### src/thcm_pkg.sv
// Constants, register map, diagnostic codes and state encoding shared by
// the two-hand control monitor, its checker and its testbench.
// Assumes a single 40 MHz clock and a classic Wishbone register bus.
package thcm_pkg;

    // ----------------------------------------------------------------
    // Timing
    // ----------------------------------------------------------------
    // Clock rate in kHz; keeps the product below two to the thirty-first.
    localparam int unsigned CLK_FREQ_KHZ = 40_000;
    // Synchronisation window between both hands, in milliseconds.
    localparam int unsigned SYNC_WINDOW_MS = 500;
    // Window length in clock cycles.
    localparam int unsigned SYNC_WINDOW_CYCLES = SYNC_WINDOW_MS * CLK_FREQ_KHZ;
    // Cycles after reset before the synchronised pins are trusted.
    localparam logic [1:0] SETTLE_LAST = 2'h3;

    // ----------------------------------------------------------------
    // Register map (byte addresses) and fields
    // ----------------------------------------------------------------
    localparam logic [7:0] CTRL_OFS = 8'h00;
    localparam logic [7:0] STATUS_OFS = 8'h04;
    localparam logic [7:0] DIAG_OFS = 8'h08;
    localparam int CTRL_DUAL_BIT = 0;
    localparam int CTRL_EXT_EN_BIT = 1;
    localparam logic CTRL_DUAL_RESET = 1'b1;
    localparam logic CTRL_EXT_EN_RESET = 1'b0;
    localparam int STATUS_ENABLE_BIT = 0;
    localparam int STATUS_ERROR_BIT = 1;
    localparam int STATUS_PINS_LSB = 4;

    // ----------------------------------------------------------------
    // Diagnostic codes
    // ----------------------------------------------------------------
    localparam logic [31:0] DG_NO_ENABLE = 32'h0000_0000;
    localparam logic [31:0] DG_WAIT_FIRST = 32'h0000_2001;
    localparam logic [31:0] DG_ONE_CHANNEL = 32'h0000_2005;
    localparam logic [31:0] DG_REST = 32'h0000_2016;
    localparam logic [31:0] DG_BTN1_UNDEF = 32'h0000_2017;
    localparam logic [31:0] DG_BTN2_UNDEF = 32'h0000_2018;
    localparam logic [31:0] DG_OPERATED = 32'h0000_800B;
    localparam logic [31:0] DG_ERR_LATE = 32'h0000_F006;
    localparam logic [31:0] DG_ERR_ONE_CH = 32'h0000_F00E;
    localparam logic [31:0] DG_ERR_STARTUP = 32'h0000_F018;

    // ----------------------------------------------------------------
    // Monitor states
    // ----------------------------------------------------------------
    typedef enum logic [2:0] {
        ST_OFF,
        ST_START,
        ST_REST,
        ST_ACTUATING,
        ST_ENABLED,
        ST_RELEASE,
        ST_ERROR
    } thcm_state_t;

endpackage

### src/thcm_sync.sv
// Two-stage synchroniser for a group of asynchronous pins.
// Assumes the pins are quasi-static compared with the clock.
`timescale 1ns/10ps
module thcm_sync #(
    parameter int WIDTH = 5
) (
    // Clock and reset.
    input wire logic clk,
    input wire logic rst,
    // Raw pins and their synchronised copy.
    input wire logic [WIDTH-1:0] pin_in,
    output logic [WIDTH-1:0] pin_sync
);

    // Both stages; the first is read by the second stage only.
    typedef struct packed {
        logic [WIDTH-1:0] stage1;
        logic [WIDTH-1:0] stage2;
    } thcm_sync_regs_t;

    thcm_sync_regs_t sync_reg;
    thcm_sync_regs_t sync_next;

    // Shift the pins through both stages.
    always_comb
    begin
        sync_next.stage1 = pin_in;
        sync_next.stage2 = sync_reg.stage1;
    end

    // Register the stages; reset clears them.
    always_ff @(posedge clk)
    begin
        if (rst)
        begin
            sync_reg <= '0;
        end
        else
        begin
            sync_reg <= sync_next;
        end
    end

    assign pin_sync = sync_reg.stage2;

endmodule

### src/thcm_window_timer.sv
// Window timer: counts while run is high and flags expiry after LIMIT cycles.
// Assumes run stays high for the whole window; dropping it restarts the count.
`timescale 1ns/10ps
module thcm_window_timer #(
    parameter int unsigned LIMIT = 20_000_000,
    parameter int WIDTH = $clog2(LIMIT + 1)
) (
    // Clock and reset.
    input wire logic clk,
    input wire logic rst,
    // Run request and expiry flag.
    input wire logic run,
    output logic expired
);

    // Last count value before expiry.
    localparam logic [WIDTH-1:0] LAST = WIDTH'(LIMIT - 1);

    // Count and expiry flag.
    typedef struct packed {
        logic [WIDTH-1:0] count;
        logic expired;
    } thcm_timer_regs_t;

    thcm_timer_regs_t tmr_reg;
    thcm_timer_regs_t tmr_next;

    // Clear when idle, count while running, hold once expired.
    always_comb
    begin
        tmr_next = tmr_reg;
        if (!run)
        begin
            tmr_next = '0;
        end
        else if (tmr_reg.count == LAST)
        begin
            tmr_next.expired = 1'b1;
        end
        else
        begin
            tmr_next.count = tmr_reg.count + 1'b1;
        end
    end

    // Register the timer state.
    always_ff @(posedge clk)
    begin
        if (rst)
        begin
            tmr_reg <= '0;
        end
        else
        begin
            tmr_reg <= tmr_next;
        end
    end

    assign expired = tmr_reg.expired;

endmodule

### src/thcm_monitor.sv
// Two-hand control monitor with its Wishbone register file.
// Assumes button contacts and the external enable arrive asynchronously on
// pins, and that software configures the block over classic Wishbone.
//
// The Wishbone slave port and the register offsets are this design's own decisions.
`timescale 1ns/10ps
module thcm_monitor #(
    parameter int unsigned WINDOW_CYCLES = thcm_pkg::SYNC_WINDOW_CYCLES
) (
    // Clock and reset.
    input wire logic clk,
    input wire logic rst,
    // Wishbone slave.
    input wire logic [7:0] wb_adr_i,
    input wire logic [31:0] wb_dat_i,
    input wire logic [3:0] wb_sel_i,
    input wire logic wb_we_i,
    input wire logic wb_cyc_i,
    input wire logic wb_stb_i,
    output logic [31:0] wb_dat_o,
    output logic wb_ack_o,
    // Button station contacts and external enable.
    input wire logic button1_make_in,
    input wire logic button1_break_in,
    input wire logic button2_make_in,
    input wire logic button2_break_in,
    input wire logic block_enable_in,
    // Monitor results.
    output logic safety_enable_out,
    output logic error_out,
    output logic [31:0] diag_code_out
);

    import thcm_pkg::*;

    // ----------------------------------------------------------------
    // State record
    // ----------------------------------------------------------------

    // All state of the block except the synchroniser and window timer, registered as one word.
    typedef struct packed {
        thcm_state_t state;     // Monitor state.
        logic [31:0] diag;      // Diagnostic code shown to the outside.
        logic qs;               // Safety enable.
        logic err;              // Error present.
        logic cfg_dual;         // Software setting: dual channel.
        logic cfg_ext;          // Software setting: external enable needed.
        logic mode_dual;        // Mode the monitor is running in.
        logic [1:0] settle;     // Settling count after reset.
        logic ack;              // Bus acknowledge.
        logic [31:0] rdata;     // Bus read data.
    } thcm_regs_t;

    // Reset value of the whole record.
    localparam thcm_regs_t RESET_VAL = '{
        state: ST_OFF,
        diag: DG_NO_ENABLE,
        qs: 1'b0,
        err: 1'b0,
        cfg_dual: CTRL_DUAL_RESET,
        cfg_ext: CTRL_EXT_EN_RESET,
        mode_dual: CTRL_DUAL_RESET,
        settle: 2'h0,
        ack: 1'b0,
        rdata: 32'h0000_0000
    };

    thcm_regs_t st_reg;
    thcm_regs_t st_next;

    // ----------------------------------------------------------------
    // Pin synchronisation and window timer
    // ----------------------------------------------------------------

    // Synchronised pins: bit 0..3 the contacts, bit 4 the external enable.
    logic [4:0] pins_sync;
    // Window timer expiry.
    logic window_expired;
    // Timer runs only while an actuation is in progress.
    logic window_run;

    // Every pin passes two flip-flops before any decision reads it.
    thcm_sync #(
        .WIDTH(5)
    ) u_sync (
        .clk(clk),
        .rst(rst),
        .pin_in({block_enable_in, button2_break_in, button2_make_in,
                 button1_break_in, button1_make_in}),
        .pin_sync(pins_sync)
    );

    assign window_run = (st_reg.state == ST_ACTUATING);

    // Measures the time from the first input change of an actuation.
    thcm_window_timer #(
        .LIMIT(WINDOW_CYCLES)
    ) u_window (
        .clk(clk),
        .rst(rst),
        .run(window_run),
        .expired(window_expired)
    );

    // ----------------------------------------------------------------
    // Contact patterns
    // ----------------------------------------------------------------

    logic in1;          // Button one make.
    logic in2;          // Button one break, or second make in single mode.
    logic in3;          // Button two make.
    logic in4;          // Button two break.
    logic en_pin;       // External enable level.
    logic at_rest;      // All contacts in rest position.
    logic actuated;     // All contacts in actuated position.
    logic active;       // Block allowed to run.
    logic [31:0] partial_code;  // Code shown during a partial actuation.

    assign in1 = pins_sync[0];
    assign in2 = pins_sync[1];
    assign in3 = pins_sync[2];
    assign in4 = pins_sync[3];
    assign en_pin = pins_sync[4];

    // Rest and actuated patterns depend on the running mode. In dual mode
    // the breaks sit on inputs two and four by the station wiring.
    always_comb
    begin
        if (st_reg.mode_dual)
        begin
            at_rest = !in1 && in2 && !in3 && in4;
            actuated = in1 && !in2 && in3 && !in4;
        end
        else
        begin
            at_rest = !in1 && !in2;
            actuated = in1 && in2;
        end
    end

    // Without an external enable setting the block always runs.
    assign active = !st_reg.cfg_ext || en_pin;

    // A make and break of the same button at one level is undefined.
    always_comb
    begin
        if (!st_reg.mode_dual)
        begin
            partial_code = DG_ONE_CHANNEL;
        end
        else if (in1 == in2)
        begin
            partial_code = DG_BTN1_UNDEF;
        end
        else if (in3 == in4)
        begin
            partial_code = DG_BTN2_UNDEF;
        end
        else
        begin
            partial_code = DG_ONE_CHANNEL;
        end
    end

    // ----------------------------------------------------------------
    // Next-state logic
    // ----------------------------------------------------------------

    // Monitor sequence and Wishbone slave in one combinational pass.
    always_comb
    begin
        st_next = st_reg;

        // Settling count saturates; the pins are trusted once it is full.
        if (st_reg.settle != SETTLE_LAST)
        begin
            st_next.settle = st_reg.settle + 2'h1;
        end

        // Deactivation or a change of mode restarts the monitor, so the
        // startup check runs again under the new setting.
        if (!active || (st_reg.cfg_dual != st_reg.mode_dual))
        begin
            st_next.state = ST_OFF;
            st_next.mode_dual = st_reg.cfg_dual;
            st_next.qs = 1'b0;
            st_next.err = 1'b0;
            st_next.diag = DG_NO_ENABLE;
        end
        else
        begin
            unique case (st_reg.state)
                ST_OFF:
                begin
                    st_next.diag = DG_NO_ENABLE;
                    if (st_reg.settle == SETTLE_LAST)
                    begin
                        st_next.state = ST_START;
                        st_next.diag = DG_WAIT_FIRST;
                    end
                end
                ST_START:
                begin
                    // Any contact already operated at startup is a fault.
                    if (!at_rest)
                    begin
                        st_next.state = ST_ERROR;
                        st_next.err = 1'b1;
                        st_next.diag = DG_ERR_STARTUP;
                    end
                    else
                    begin
                        st_next.state = ST_REST;
                        st_next.diag = DG_REST;
                    end
                end
                ST_REST:
                begin
                    // The first contact change opens the window.
                    if (!at_rest)
                    begin
                        st_next.state = ST_ACTUATING;
                        st_next.diag = partial_code;
                    end
                    else
                    begin
                        st_next.diag = DG_REST;
                    end
                end
                ST_ACTUATING:
                begin
                    // Expiry wins over a completion in the same cycle:
                    // the second hand was then already too late.
                    if (window_expired)
                    begin
                        st_next.state = ST_ERROR;
                        st_next.err = 1'b1;
                        st_next.diag = DG_ERR_LATE;
                    end
                    else if (actuated)
                    begin
                        st_next.state = ST_ENABLED;
                        st_next.qs = 1'b1;
                        st_next.diag = DG_OPERATED;
                    end
                    else if (at_rest)
                    begin
                        // Opened and closed again with no partner.
                        st_next.state = ST_ERROR;
                        st_next.err = 1'b1;
                        st_next.diag = DG_ERR_ONE_CH;
                    end
                    else
                    begin
                        st_next.diag = partial_code;
                    end
                end
                ST_ENABLED:
                begin
                    // Any contact leaving its actuated level ends the
                    // enable on the next edge.
                    if (!actuated)
                    begin
                        st_next.state = ST_RELEASE;
                        st_next.qs = 1'b0;
                        st_next.diag = DG_WAIT_FIRST;
                    end
                end
                ST_RELEASE:
                begin
                    // A new enable needs a full return to rest first.
                    if (at_rest)
                    begin
                        st_next.state = ST_REST;
                        st_next.diag = DG_REST;
                    end
                end
                ST_ERROR:
                begin
                    // The rest pattern is the acknowledgement.
                    if (at_rest)
                    begin
                        st_next.state = ST_REST;
                        st_next.err = 1'b0;
                        st_next.diag = DG_REST;
                    end
                end
            endcase
        end

        // Wishbone: acknowledge one cycle after the request is seen and
        // drop the acknowledge in the following cycle.
        st_next.ack = wb_cyc_i && wb_stb_i && !st_reg.ack;
        st_next.rdata = 32'h0000_0000;
        if (wb_cyc_i && wb_stb_i && !st_reg.ack && !wb_we_i)
        begin
            // Read data is captured with the acknowledge; unmapped
            // addresses read as zero.
            case (wb_adr_i)
                CTRL_OFS:
                begin
                    st_next.rdata[CTRL_DUAL_BIT] = st_reg.cfg_dual;
                    st_next.rdata[CTRL_EXT_EN_BIT] = st_reg.cfg_ext;
                end
                STATUS_OFS:
                begin
                    st_next.rdata[STATUS_ENABLE_BIT] = st_reg.qs;
                    st_next.rdata[STATUS_ERROR_BIT] = st_reg.err;
                    st_next.rdata[STATUS_PINS_LSB +: 5] = pins_sync;
                end
                DIAG_OFS:
                begin
                    st_next.rdata = st_reg.diag;
                end
                default:
                begin
                    st_next.rdata = 32'h0000_0000;
                end
            endcase
        end

        // Writes take effect on the edge that ends the acknowledge;
        // only byte lane zero holds writable bits.
        if (wb_cyc_i && wb_stb_i && st_reg.ack && wb_we_i && wb_sel_i[0]
            && (wb_adr_i == CTRL_OFS))
        begin
            st_next.cfg_dual = wb_dat_i[CTRL_DUAL_BIT];
            st_next.cfg_ext = wb_dat_i[CTRL_EXT_EN_BIT];
        end
    end

    // ----------------------------------------------------------------
    // State register
    // ----------------------------------------------------------------

    // One register for the whole record; synchronous reset.
    always_ff @(posedge clk)
    begin
        if (rst)
        begin
            st_reg <= RESET_VAL;
        end
        else
        begin
            st_reg <= st_next;
        end
    end

    // ----------------------------------------------------------------
    // Outputs, all straight from the record
    // ----------------------------------------------------------------

    assign safety_enable_out = st_reg.qs;
    assign error_out = st_reg.err;
    assign diag_code_out = st_reg.diag;
    assign wb_ack_o = st_reg.ack;
    assign wb_dat_o = st_reg.rdata;

endmodule

### config.mk
export PLATFORM = sky130hd
export DESIGN_NAME = thcm_monitor
export DESIGN_NICKNAME = d
export VERILOG_FILES = /design/src/thcm_pkg.sv /design/src/thcm_sync.sv /design/src/thcm_window_timer.sv /design/src/thcm_monitor.sv
export SDC_FILE = /design/constraint.sdc
export NUM_CORES = 1
export LEC_CHECK = 0
export CORE_ASPECT_RATIO = 1.1
export CORE_MARGIN = 5
export CORE_UTILIZATION = 60
export CTS_CLUSTER_SIZE = 8
export DETAILED_ROUTE_END_ITERATION = 6
export DONT_BUFFER_PORTS = 1
export MAX_ROUTING_LAYER = met4
export PLACE_DENSITY = 0.87
export SLEW_MARGIN = 20
export SYNTH_ARGS = -nofsm -noshare
export SYNTH_HDL_FRONTEND = slang
export SYNTH_SLANG_ARGS = --single-unit
### constraint.sdc
create_clock -name clk -period 1.8 [get_ports clk]
set_input_delay 0.36 -clock clk [delete_from_list [all_inputs] [get_ports clk]]
set_output_delay 0.36 -clock clk [all_outputs]
set_load 0.02 [all_outputs]
==> flow_metrics.py <==
metrics = {
    "place": {
        "gp_congestion": 0.908,
        "dp_slack_ns": -0.0156,
        "hpwl_um": 5460,
        "place_inst": 486,
        "port_buffers": 0,
    },
    "yosys": {
        "ys_types": 70,
        "yosys_most_used_dff": "dfxtp_1",
        "synth_area_um2": 3730,
        "yosysTopAreaCellShare": 0.359,
        "synth_area_leaders": "dfxtp_1 (36%), buf_4 (13%), nor2_1 (4.1%)",
        "yosysSeqAreaShare": 0.359,
        "synth_warnings": 0,
        "syn_area_per_cell_um2": 8.90,
        "synth-edff-count": 0,
        "postSynthCellCount": 419,
        "synth_seq_cells": 67,
        "async_flop_share": 0,
        "synth_area_leader_cell": "dfxtp_1",
    },
    "clocking": {
        "cts_tree": "done",
        "postCtsHoldBufs": 0,
        "clock_latency_ns": 0.35,
        "cts_buffers": 9,
        "clk_pin_slew_ns": 0.08,
        "clock-root-buffer": "clkbuf_8",
        "cts.sinks": 67,
        "clockBufferDepth": 2,
        "h-tree-depth": 3,
    },
    "die": {
        "die_h_um": 92.7,
        "fp.dieArea_um2": 7900,
        "num_rows": 30,
        "initial_core_util": 0.610,
        "coreArea_um2": 6120,
        "fp.dieW_um": 85.2,
        "io_pins": 121,
    },
    "timing": {
        "drv_slew": 0,
        "tns_ns": 0,
        "worst_clock_skew_ns": 0.00982,
        "timing.final.crit_share": 0.987,
        "timing.final.crit_period_ns": 1.78,
        "whs_ns": 0.0645,
        "clock.fmax_mhz": 563,
        "setup_viol": 0,
        "setup_ws_ns": 0.0241,
        "final-hold-violation-count": 0,
    },
    "worst_setup_path": {
        "cp-endpoint": "error_out",
        "reg2reg_from": "u_sync.pin_sync[0]",
        "criticalPathCategory": "register to register",
        "cp_top_family": "simple AND/OR/NAND/NOR gates",
        "rr_worst_depth": 7,
        "required_ns": 2.08,
        "crit_path_start_kind": "register",
        "critPathMaxFanout": 7,
        "slowest_delay_ns": 0.38,
        "reg2reg_to": "error_out",
        "crit_path_end_kind": "register",
        "critPathLaunch": "u_sync.pin_sync[0]",
        "crit_buf_inv": 1,
        "cp_slowest_cell": "a311o_1",
        "path_cells": "buf_6, ha_4, and4b_2, nor2_4, nand2_1, a311o_1, a21oi_1",
        "crit_cells": 7,
        "arrival_ns": 2.06,
        "reg2reg_slack_ns": 0.02,
    },
    "routing": {
        "firstDrtPassIters": 4,
        "detail-route-antenna-nets": 0,
        "vias": 2801,
        "wl_per_cell_um": 15.3,
        "remaining_drc_errors": 0,
        "drt-total-wl_um": 7750,
        "viasPerCell": 5.52,
        "drtIter0Drc": 187,
    },
    "pwr": {
        "power.leakage_nw": 1.56,
        "power.density_nw_per_um2": 1110,
        "ir_drop_uv": 596,
    },
    "final_layout": {
        "layout.cells.non_filler": 507,
        "syn_to_final_growth_pct": 8.05,
        "num_antenna_cells": 0,
        "largest_reg_flops": 25,
        "fin_nets": 482,
        "utilization": 0.659,
        "drive_gt1_frac": 0.222,
        "fillers": 494,
    },
    "global_route": {
        "antenna_found_initial": 0,
        "grt_overflow_total": 0,
        "grt_max_degree": 26,
        "grt_pass1_wl_um": 12400,
        "gr-usage-all-layers": 0.200,
        "grt_pass1_vias": 2737,
    },
    "hold_path": {
        "hp-class": "primary input to register",
        "holdCritStartpoint": "rst",
    },
    "status": {
        "status": "finished clean",
    },
    "job": {
        "maxCapViolCount": 0,
    },
}
[report_power, final]
group          internal [mW]  total, mW  leakage, nW  switching (mW)
Sequential              1.61       1.85        0.545           0.247
Combinational          0.424      0.923        0.881           0.499
Clock                   1.10       1.69        0.133           0.591
[kinds of logic (layout without fill, tap and decap cells)]
| kind of cell | Yosys count | count (layout) | synth area share |
|---|---|---|---|
| buffers and inverters | 94 | 61 | 0.167 |
| AO/OA/AOI/OAI | 65 | 65 | 0.123 |
| adder cells (fa/ha/maj) | 6 | 6 | 0.0201 |
| AND/OR/NAND/NOR | 159 | 159 | 0.264 |
| XOR/XNOR | 20 | 20 | 0.0469 |
| other | 1 | 42 | 0.00101 |
| multiplexers | 7 | 7 | 0.0188 |
| flip-flops | 67 | 67 | 0.359 |
[cell usage in the layout (no fill, tap or decap), drive strengths merged, types with 3 or more instances in the layout]
cell     instances
clkbuf          10
ha               6
buf             32
nand4            8
nor3            10
and3             3
o22ai            3
conb            42
o2111ai          3
nand2b           6
nand2           19
a21oi           21
and4             3
inv             13
o21ai            9
or2              3
nor2            43
mux2i            7
nor2b           15
nor4             9
and2            12
xnor2           13
a211oi           3
nand3           10
bufinv           4
xor2             7
o32a             3
or3              6
dfxtp           67
nor4b            3
[per-layer routing]
metal / vias up / part of all wire / track usage
li1: 1369 / - / -
met1: 1347 / 0.39 / 0.215
met2: 69 / 0.54 / 0.350
met3: 16 / 0.055 / 0.0560
met4: 0 / 0.016 / 0.0686
met5: - / 0 / -
[synthesized netlist by cell type, types with 8 or more instances]
cell     count
dfxtp_1     67
buf_4       66
nor2_1      41
a21oi_1     21
nand2_1     19
nor2b_1     15
inv_1       13
xnor2_1     13
and2_1      11
nand3_1      9
nor3_1       8
[stage by stage]
step,area [um2],power (mW)
2_1_floorplan,3880,2.65
3_3_place_gp,3610,2.73
3_5_place_dp,3610,2.75
4_1_cts,3910,4.44
5_1_grt,4030,4.69
6_report,4030,4.47
[cell type report]
type	count	area, um2	area share
multi-input combinational	299	2010	0.500
tap	80	100	0.0248
clock buffer	10	138	0.0341
sequential	67	1350	0.335
clock inverter	6	136	0.0338
inverter	13	48.8	0.0121
timing repair buffer	32	244	0.0605
[timing repair]
action,4_1_cts,5_1_grt
pin swaps,2,9
buffers inserted,2,3
endpoints found under the setup margin,5,24
resized for setup,2,29
[how the worst min path moves through the flow]
stage	endpoint	slack, ns	cells past startpoint
5_1_grt	u_sync.pin_sync[0]	0.05	1
3_3_place_gp	wb_ack_o	0.42	1
6_report	u_sync.pin_sync[0]	0.06	1
3_5_place_dp	u_sync.pin_sync[4]	0.42	1
4_1_cts	u_sync.pin_sync[4]	0.06	1
2_1_floorplan	u_sync.pin_sync[0]	0.41	1
Note: power is estimated with default switching activity, not from simulation.
